===== src/design/sld_pkg.sv =====
package sld_pkg;

  // ----------------------------------------------------------------
  // Geometry
  // ----------------------------------------------------------------
  localparam int SLD_CHANNELS      = 32;
  localparam int SLD_FIFO_DEPTH    = 16;

  // ----------------------------------------------------------------
  // Timing, host side
  // ----------------------------------------------------------------
  localparam int SLD_REF_PERIOD_NS = 10;
  localparam int SLD_CLK_MIN_NS    = 150;
  localparam int SLD_GAP_MIN_NS    = 300;
  localparam int SLD_LOAD_MIN_NS   = 100;
  // Least times round up
  localparam int SLD_CLK_HALF_CYC  = (SLD_CLK_MIN_NS + SLD_REF_PERIOD_NS - 1) / SLD_REF_PERIOD_NS;
  localparam int SLD_GAP_CYC       = (SLD_GAP_MIN_NS + SLD_REF_PERIOD_NS - 1) / SLD_REF_PERIOD_NS;
  localparam int SLD_LOAD_CYC      = (SLD_LOAD_MIN_NS + SLD_REF_PERIOD_NS - 1) / SLD_REF_PERIOD_NS;
  localparam int SLD_CNT_W         = 8;

  // ----------------------------------------------------------------
  // Host states
  // ----------------------------------------------------------------
  typedef enum logic [5:0] {
    SLD_IDLE  = 6'h01,
    SLD_LOW   = 6'h02,
    SLD_HIGH  = 6'h04,
    SLD_GAP   = 6'h08,
    SLD_LOAD  = 6'h10,
    SLD_POP   = 6'h20
  } sld_host_state_t;

endpackage


===== src/design/sld_link_if.sv =====
interface sld_link_if;
  logic shift_clk;
  logic ser_data;
  logic latch_load;
  logic out_blank;
  logic ser_out;

  modport host (
    output shift_clk,
    output ser_data,
    output latch_load,
    output out_blank,
    input  ser_out
  );

  modport dev (
    input  shift_clk,
    input  ser_data,
    input  latch_load,
    input  out_blank,
    output ser_out
  );
endinterface


===== src/design/sld_host.sv =====
module sld_host
  import sld_pkg::*;
#(
  parameter int N = SLD_CHANNELS,
  parameter int D = SLD_FIFO_DEPTH
) (
  input  wire logic         i_ref_clk,
  input  wire logic         i_sys_rst,
  input  wire logic         i_word_valid,
  output logic              o_word_ready,
  input  wire logic [N-1:0] i_word,
  input  wire logic         i_blank,
  output logic              o_busy,
  output logic              o_ser_back,
  sld_link_if.host          link
);

  if (N < 2 || N > 255) begin : g_chk
    $error("sld_host width out of counter range");
  end

  // ----------------------------------------------------------------
  // Word buffer
  // ----------------------------------------------------------------
  logic         fifo_valid;
  logic [N-1:0] fifo_data;
  logic         fifo_pop;

  sld_fifo #(.W(N), .D(D)) u_fifo (
    .i_ref_clk   (i_ref_clk),
    .i_sys_rst   (i_sys_rst),
    .i_in_valid  (i_word_valid),
    .o_in_ready  (o_word_ready),
    .i_in_data   (i_word),
    .o_out_valid (fifo_valid),
    .i_out_ready (fifo_pop),
    .o_out_data  (fifo_data)
  );

  // ----------------------------------------------------------------
  // Sequencer; shift clock divided down from the reference
  // ----------------------------------------------------------------
  sld_host_state_t      state_q;
  sld_host_state_t      state_d;
  logic [SLD_CNT_W-1:0] tmr_q;
  logic [SLD_CNT_W-1:0] tmr_d;
  logic [SLD_CNT_W-1:0] bit_q;
  logic [SLD_CNT_W-1:0] bit_d;
  logic [N-1:0]         sh_q;
  logic [N-1:0]         sh_d;
  logic                 back_m_q;
  logic                 back_q;

  wire tmr_done = (tmr_q == '0);
  wire last_bit = (bit_q == SLD_CNT_W'(N - 1));

  always_comb
  begin
    state_d  = state_q;
    tmr_d    = tmr_done ? '0 : tmr_q - SLD_CNT_W'(1);
    bit_d    = bit_q;
    sh_d     = sh_q;
    fifo_pop = 1'b0;
    case (state_q)
      SLD_IDLE:
      begin
        if (fifo_valid)
        begin
          sh_d     = fifo_data;
          bit_d    = '0;
          fifo_pop = 1'b1;
          tmr_d    = SLD_CNT_W'(SLD_CLK_HALF_CYC - 1);
          state_d  = SLD_LOW;
        end
      end
      // low and high at least 150 ns
      SLD_LOW:
      begin
        if (tmr_done)
        begin
          tmr_d   = SLD_CNT_W'(SLD_CLK_HALF_CYC - 1);
          state_d = SLD_HIGH;
        end
      end
      SLD_HIGH:
      begin
        if (tmr_done)
        begin
          sh_d  = {sh_q[N-2:0], 1'b0};
          bit_d = bit_q + SLD_CNT_W'(1);
          if (last_bit)
          begin
            tmr_d   = SLD_CNT_W'(SLD_GAP_CYC - 1);
            state_d = SLD_GAP;
          end
          else
          begin
            tmr_d   = SLD_CNT_W'(SLD_CLK_HALF_CYC - 1);
            state_d = SLD_LOW;
          end
        end
      end
      SLD_GAP:
      begin
        if (tmr_done)
        begin
          tmr_d   = SLD_CNT_W'(SLD_LOAD_CYC - 1);
          state_d = SLD_LOAD;
        end
      end
      SLD_LOAD:
      begin
        if (tmr_done)
        begin
          state_d = SLD_POP;
        end
      end
      SLD_POP:
      begin
        state_d = SLD_IDLE;
      end
      default:
      begin
        state_d = SLD_IDLE;
      end
    endcase
  end

  always_ff @(posedge i_ref_clk)
  begin
    if (i_sys_rst)
    begin
      state_q <= SLD_IDLE;
      tmr_q   <= '0;
      bit_q   <= '0;
      sh_q    <= '0;
    end
    else
    begin
      state_q <= state_d;
      tmr_q   <= tmr_d;
      bit_q   <= bit_d;
      sh_q    <= sh_d;
    end
  end

  // Serial echo from the chain is foreign timing
  always_ff @(posedge i_ref_clk)
  begin
    if (i_sys_rst)
    begin
      back_m_q <= 1'b0;
      back_q   <= 1'b0;
    end
    else
    begin
      back_m_q <= link.ser_out;
      back_q   <= back_m_q;
    end
  end

  // MSB first, so bit N-1 ends in the last stage
  assign link.shift_clk  = (state_q == SLD_HIGH);
  assign link.ser_data   = sh_q[N-1];
  // Load only in its own state keeps latches steady while shifting
  assign link.latch_load = (state_q == SLD_LOAD);
  assign link.out_blank  = i_blank;
  assign o_busy          = (state_q != SLD_IDLE);
  assign o_ser_back      = back_q;

endmodule // sld_host


===== src/design/sld_fifo.sv =====
module sld_fifo
  import sld_pkg::*;
#(
  parameter int W = SLD_CHANNELS,
  parameter int D = SLD_FIFO_DEPTH
) (
  input  wire logic         i_ref_clk,
  input  wire logic         i_sys_rst,
  input  wire logic         i_in_valid,
  output logic              o_in_ready,
  input  wire logic [W-1:0] i_in_data,
  output logic              o_out_valid,
  input  wire logic         i_out_ready,
  output logic [W-1:0]      o_out_data
);

  localparam int AW = $clog2(D);

  if (D < 2 || (1 << AW) != D) begin : g_chk
    $error("sld_fifo depth must be a power of two");
  end

  logic [W-1:0] mem_q [D];
  logic [AW:0]  wr_q;
  logic [AW:0]  rd_q;

  wire push  = i_in_valid && o_in_ready;
  wire pop   = o_out_valid && i_out_ready;
  wire empty = (wr_q == rd_q);
  wire full  = (wr_q[AW-1:0] == rd_q[AW-1:0]) && (wr_q[AW] != rd_q[AW]);

  assign o_in_ready  = !full;
  assign o_out_valid = !empty;
  assign o_out_data  = mem_q[rd_q[AW-1:0]];

  always_ff @(posedge i_ref_clk)
  begin
    if (push)
    begin
      mem_q[wr_q[AW-1:0]] <= i_in_data;
    end
  end

  always_ff @(posedge i_ref_clk)
  begin
    if (i_sys_rst)
    begin
      wr_q <= '0;
      rd_q <= '0;
    end
    else
    begin
      wr_q <= wr_q + (AW+1)'(push);
      rd_q <= rd_q + (AW+1)'(pop);
    end
  end

endmodule // sld_fifo


===== src/flat_wrapper.sv =====
// flat-port wrapper written by rule: the top's interface ports become plain ports
module sld_host_flat import sld_pkg::*;
#(
  parameter int N = SLD_CHANNELS,
  parameter int D = SLD_FIFO_DEPTH
)
  (i_ref_clk, i_sys_rst, i_word_valid, o_word_ready, i_word, i_blank, o_busy, o_ser_back, link_shift_clk, link_ser_data, link_latch_load, link_out_blank, link_ser_out);
  sld_link_if link_i ();
  input  wire logic i_ref_clk;
  input  wire logic i_sys_rst;
  input  wire logic i_word_valid;
  output logic o_word_ready;
  input  wire logic [N-1:0] i_word;
  input  wire logic i_blank;
  output logic o_busy;
  output logic o_ser_back;
  output wire logic [$bits(link_i.shift_clk)-1:0] link_shift_clk;
  output wire logic [$bits(link_i.ser_data)-1:0] link_ser_data;
  output wire logic [$bits(link_i.latch_load)-1:0] link_latch_load;
  output wire logic [$bits(link_i.out_blank)-1:0] link_out_blank;
  input wire logic [$bits(link_i.ser_out)-1:0] link_ser_out;
  assign link_shift_clk = link_i.shift_clk;
  assign link_ser_data = link_i.ser_data;
  assign link_latch_load = link_i.latch_load;
  assign link_out_blank = link_i.out_blank;
  assign link_i.ser_out = link_ser_out;
  sld_host #(.N(N), .D(D)) u_core (.i_ref_clk(i_ref_clk), .i_sys_rst(i_sys_rst), .i_word_valid(i_word_valid), .o_word_ready(o_word_ready), .i_word(i_word), .i_blank(i_blank), .o_busy(o_busy), .o_ser_back(o_ser_back), .link(link_i));
endmodule

===== config.mk =====
export PLATFORM = sky130hd
export DESIGN_NAME = sld_host_flat
export DESIGN_NICKNAME = d
export VERILOG_FILES = /design/src/design/sld_pkg.sv /design/src/design/sld_link_if.sv /design/src/design/sld_host.sv /design/src/design/sld_fifo.sv /design/src/flat_wrapper.sv
export SDC_FILE = /design/constraint.sdc
export NUM_CORES = 1
export LEC_CHECK = 0
export BUFFER_PORTS_ARGS = -buffer_cell sky130_fd_sc_hd__clkbuf_2
export CAP_MARGIN = 20
export CORE_MARGIN = 2
export CORE_UTILIZATION = 60
export DETAILED_ROUTE_END_ITERATION = 12
export PLACE_DENSITY = 0.77
export SLEW_MARGIN = 20
export SYNTH_ARGS = -nofsm -noshare
export SYNTH_HDL_FRONTEND = slang
export SYNTH_SLANG_ARGS = --single-unit

===== constraint.sdc =====
create_clock -name i_ref_clk -period 6.4 [get_ports i_ref_clk]
set_clock_uncertainty 0.15 [all_clocks]
set_input_delay 1.28 -clock i_ref_clk [delete_from_list [all_inputs] [get_ports i_ref_clk]]
set_output_delay 1.28 -clock i_ref_clk [all_outputs]
set_load 0.01 [all_outputs]

== Word level (Yosys, flattened, before mapping) ==
Memories as Yosys holds them, arrays and structs flattened. A register that Yosys moved wholly into a read port is not among the register bits.
Index checks and enable logic that the tools add are counted.

* Add/sub/neg operators: 4
* Equal/unequal tests: 15
* Mux-type cells: 25
* Reductions and logical operators: 9

{| class="wikitable"
|+ Operators by type and width
! operator !! number
|-
| two-way mux 32 bit || 2
|-
| case mux 32 bit (2 select lines) || 1
|-
| two-way mux 8 bit || 7
|-
| case mux 8 bit (4 select lines) || 1
|-
| two-way mux 6 bit || 5
|-
| case mux 6 bit (5 select lines) || 1
|-
| case mux 8 bit (2 select lines) || 1
|-
| adder 5 x 1 -> 5 bit || 2
|-
| adder 8 x 1 -> 8 bit, second input constant || 1
|-
| equality test 8 x 5 -> 1 bit, second input constant || 1
|-
| logical NOT 8 bit || 1
|-
| two-way mux 4 bit || 2
|-
| inequality test 2 x 1 -> 1 bit, second input constant || 4
|-
| subtractor 8 x 1 -> 8 bit, second input constant || 1
|-
| equality test 6 x 1 -> 1 bit, second input constant || 1
|-
| equality test 6 x 2 -> 1 bit, second input constant || 1
|-
| equality test 6 x 3 -> 1 bit, second input constant || 1
|-
| equality test 6 x 4 -> 1 bit, second input constant || 1
|-
| equality test 6 x 5 -> 1 bit, second input constant || 1
|-
| inequality test 6 x 1 -> 1 bit, second input constant || 1
|-
| equality test 5 bit || 1
|-
| two-way mux 5 bit || 1
|-
| AND reduction 5 bit || 1
|-
| equality test 4 bit || 1
|-
| 7 further kinds || 13
|}

* Register bits after elaboration: 66
* Bits in writable memories: 512
* Input port bits: 37
* Output and inout bits: 7
* Logic and storage cells: 62
* Memories: 1

{| class="wikitable"
|+ Memories
! memory !! words !! width !! read ports !! clocked after Yosys merged registers in !! wr ports !! RTL line !! RTL
|-
| u_core.u_fifo.mem_q || 16 || 32 || 1 || 1 || 1 || sld_fifo.sv:23 || <nowiki>logic [W-1:0] mem_q [D];</nowiki>
|}

== Logic depth before layout (Yosys ltp) ==
* Depth after elaboration: 6
* Depth in mapped cells: 10
* Gate-level depth less buffers: 9

== By module ==
Synthesis repeated with hierarchy kept, for this count alone.

* Cell total of the unflattened synthesis: 1345
* Area total of the unflattened synthesis: 23179.7 um^2

{| class="wikitable"
|+ By module, submodules not included
! module !! times used !! cells an instance !! area each (um^2) !! sequential area each (um^2)
|-
| sld_fifo || 1 || 1002 || 20180.6 || 15574.9
|-
| sld_host || 1 || 343 || 2999.1 || 1121.1
|}

== Worst setup path after synthesis ==
OpenSTA, ideal clock, no wires.

* Path kind: input to register
* Start point: input i_word_valid
* End point: memory u_core.u_fifo.mem_q[0][0] (netlist bit) (enable)
* Data arrival time: 4370 ps
* Slack: 1419 ps
* Cell stages on the path: 3
* Path buffers: 0
* Cells stage by stage: a21boi_0 -> or3b_2 -> nor3_1

* Word-level cells in the longest chain between the ends: 3

{| class="wikitable"
|+ RTL lines
! element !! RTL line !! RTL
|-
| start, declared || flat_wrapper.sv:11 || <nowiki>input wire logic i_word_valid;</nowiki>
|-
| logical AND 1 bit || sld_fifo.sv:27 || <nowiki>wire push = i_in_valid && o_in_ready;</nowiki>
|-
| two-way mux 1 bit || sld_fifo.sv:38 || <nowiki>if (push)</nowiki>
|-
| two-way mux 1 bit (implied by the code) || sld_fifo.sv:40 || <nowiki>mem_q[wr_q[AW-1:0]] <= i_in_data;</nowiki>
|-
| end, declared || sld_fifo.sv:23 ||
|}

Every way passes these cells.

== Worst setup path in the final report ==
* Start point: register u_core.state_q[5]
* End point: output link_shift_clk

* Word-level cells in the longest chain between the ends: 1

{| class="wikitable"
|+ RTL lines
! element !! RTL line !! RTL
|-
| start, declared || sld_host.sv:43 || <nowiki>sld_host_state_t state_q;</nowiki>
|-
| start signal, assigned || sld_host.sv:140 || <nowiki>state_q <= state_d;</nowiki>
|-
| equality test 6 x 3 -> 1 bit || sld_host.sv:163 || <nowiki>assign link.shift_clk = (state_q == SLD_HIGH);</nowiki>
|-
| end, declared || flat_wrapper.sv:17 || <nowiki>output wire logic [$bits(link_i.shift_clk)-1:0] link_shift_clk;</nowiki>
|}

Every way passes these cells.

==> metrics.cfg <==
[worst_setup_path]
crit_arrival_ns = 2.58
critPathKind = flip-flop to primary output
critPathRequiredTime_ns = 4.97
rrSetupSlack_ns = 2.44
cp_max_fo = 36
crit_path_end_kind = primary output
startpoint_type = flip-flop
crit_family = simple AND/OR/NAND/NOR gates
worstPathCellList = or4_4, nand2b_2, clkinv_1, clkbuf_2
crit_buf_inv = 2
slowest_delay_ns = 0.68
critPathSlowestCell = nand2b_2

[synth]
yosysWarningCount = 0
synth_compound_area_frac = 0.0589
synthFlopType = edfxtp_1
yosys-top-cells-area = edfxtp_1 69%, mux4_2 6.7%, dfxtp_1 5.9%
synth_edf_count = 512
synth.avg_cell_area_um2 = 17.8
synth_xor_area_frac = 0.00591
yosys.area.top_type = edfxtp_1
yosysUniqueCellTypes = 52
muxShareOfSynthArea = 0.124
synthAdderAreaFrac = 0.00338
synth_simple_gate_area_frac = 0.0418
synth_nets = 1293
async_reset_ff_frac = 0
synth_top_family_by_area = multiplexers
synth_area_um2 = 22200
synth_seq_cells = 578
netlist.area_leader.share = 0.692
syn_inst = 1250
synth.yosys.seq_area_share = 0.751

[pwr]
p_per_area_nw_per_um2 = 374
p_total_w = 0.00946
p_leak_nw = 7.93
peakVddDrop_uv = 300

[floorplan]
start_util = 0.609
coreArea_um2 = 36500
pin_count = 44
die_h_um = 196
design.die.area_um2 = 38600
die_w_um = 196
row_count = 70

[timing]
timing.slew.headroom = 0.239
hold-worst-slack_ns = 0.287
tns_ns = 0
layout_setup_ws_ns = 2.39
drv_slew = 0
finalCritPeriodShare = 0.627
setup_viol_count_final = 0
rsz0062_at_grt = false
finalHoldViolCount = 0
tightest_slew_ns = 1.14
min_period_ns = 4.01
timing.fmax_mhz = 249

[clock_network]
clkLatencyLatePin_ns = 0.61
hold_buffers = 0
ctsHtreeMaxLevel = 2
clk_pin_slew_ns = 0.06
cts_tree = built
cts_repair_resize_count = 0
cts.sinks = 578
cts_inserted_buffers = 56
root_buffer = clkbuf_16
cts_setup_buffers = 0
clockBufferDepth = 3

[cells_and_area]
final_common_cell = edfxtp_1
n_fill_cell = 2208
final_nets = 1342
syn_to_final_growth_pct = 13.7
drive_gt1_frac = 0.196
diodes = 0
layout_common_cells = 512 x edfxtp_1, 126 x mux2i_1, 66 x mux4_2
fin_area_um2 = 25300

[route]
drt_iter0_drc = 1240
avgViaCountPerCell = 6.57
drt_wl_total_um = 48700
first_pass_iters = 5
vias = 11900
wl_per_cell_um = 26.8
ant_nets = 0
drc_errors = 0

[worst_hold_path]
min_path_type = flip-flop to flip-flop

[placed_design]
port_buffers = 41
gp_congestion = 0.849
place_ws_ns = 2.27
placed_cell_area_um2 = 23200
dp_hpwl_um = 27300

[global_route]
grtUsageTotal = 0.257
grt_pass1_vias = 11900
grt_overflow_total = 0
antenna_found_initial = 0
grt_first_pass_wirelength_um = 73000
grt_max_degree = 63

[status]
status = completed

[run]
maxCapViolCount = 0

## logic make-up after synthesis
| kind of cell | after synthesis |
|---|---|
| flip-flops | 578 |
| AO/OA/AOI/OAI | 196 |
| multiplexers | 192 |
| AND/OR/NAND/NOR | 178 |
| buffers and inverters | 85 |
| XOR/XNOR | 15 |
| adder cells (fa/ha/maj) | 6 |
## sequential cells by signal (all words and copies together) (netlist names)
register             cells
u_core.u_fifo.wr_q       5
u_core.sh_q             32
u_core.o_ser_back        1
u_core.tmr_q             8
u_core.u_fifo.rd_q       5
u_core.bit_q             8
u_core.back_m_q          1
u_core.state_q           6
u_core.u_fifo.mem_q    512
## Yosys cell counts, types with 2 or more instances
master      n
dfxtp_1    66
or4_1       3
clkbuf_1   46
nor2_1     66
o21ai_0     9
or3_1       8
a22oi_1    32
ha_1        6
or2_2       3
a22o_1     31
nor2b_1    10
xor2_1      6
nand3_1     8
mux4_2     66
nor3b_1     2
nor4b_1     2
buf_2      18
a21oi_1    47
o31ai_1     2
buf_1      11
edfxtp_1  512
nor3_1     40
or3b_2      3
mux2i_1   126
nand2b_1    4
inv_1       8
nand4_1     2
o22ai_1    63
a211oi_1    3
nand3b_1    6
nand2_1    11
or4b_2      2
xnor2_1     9
## worst register-to-register path, delay by kind of cell, from the launching register on
family                 cells  cell delay [ns]
AOI/OAI and AO/OA          3             0.44
muxes                      1             0.38
DFF                        1             0.64
buffers and inverters      2             1.76
and+or+nand+nor            1             0.48
## metrics by stage
stage           util  cells
2_1_floorplan      -   1250
3_3_place_gp   0.629   1698
3_5_place_dp   0.635   1707
4_1_cts        0.691   1813
5_1_grt        0.692   1815
6_report       0.692   1815
## report_power, final
| group | leakage [nW] | switching [W] | internal (W) | total, W |
|---|---|---|---|---|
| Clock | 0.997 | 0.00139 | 0.00216 | 0.00355 |
| Sequential | 5.17 | 0.000164 | 0.00427 | 0.00444 |
| Combinational | 1.76 | 0.000811 | 0.000661 | 0.00147 |
## layer usage
layer	GRT usage	wire, um	vias up
li1	-	-	5143
met1	0.354	19400	6139
met2	0.429	24500	579
met3	0.0421	3760	72
met4	0.0763	997	0
met5	0	0	-
## cell type report
cell class / count / area (um2) / area share
Clock buffer: 72 / 1550 / 0.0615
Clock inverter: 34 / 465 / 0.0184
Inverter: 9 / 33.8 / 0.00134
Multi-Input combinational cell: 587 / 5340 / 0.211
Sequential cell: 578 / 16700 / 0.661
Tap cell: 468 / 586 / 0.0232
Timing Repair Buffer: 67 / 591 / 0.0234
## final timing paths
path,from,end,cells past startpoint
hold reg to reg,u_core.back_m_q$_SDFF_PP0_,u_core.o_ser_back$_SDFF_PP0_,1
setup reg to reg,u_core.u_fifo.rd_q[1]$_SDFF_PP0_,u_core.sh_q[18]$_SDFFE_PP0P_,7
setup / recovery,u_core.state_q[5]$_SDFFE_PP0P_,link_shift_clk,4
hold / removal,u_core.back_m_q$_SDFF_PP0_,u_core.o_ser_back$_SDFF_PP0_,1
Note: power is estimated with default switching activity, not from simulation.
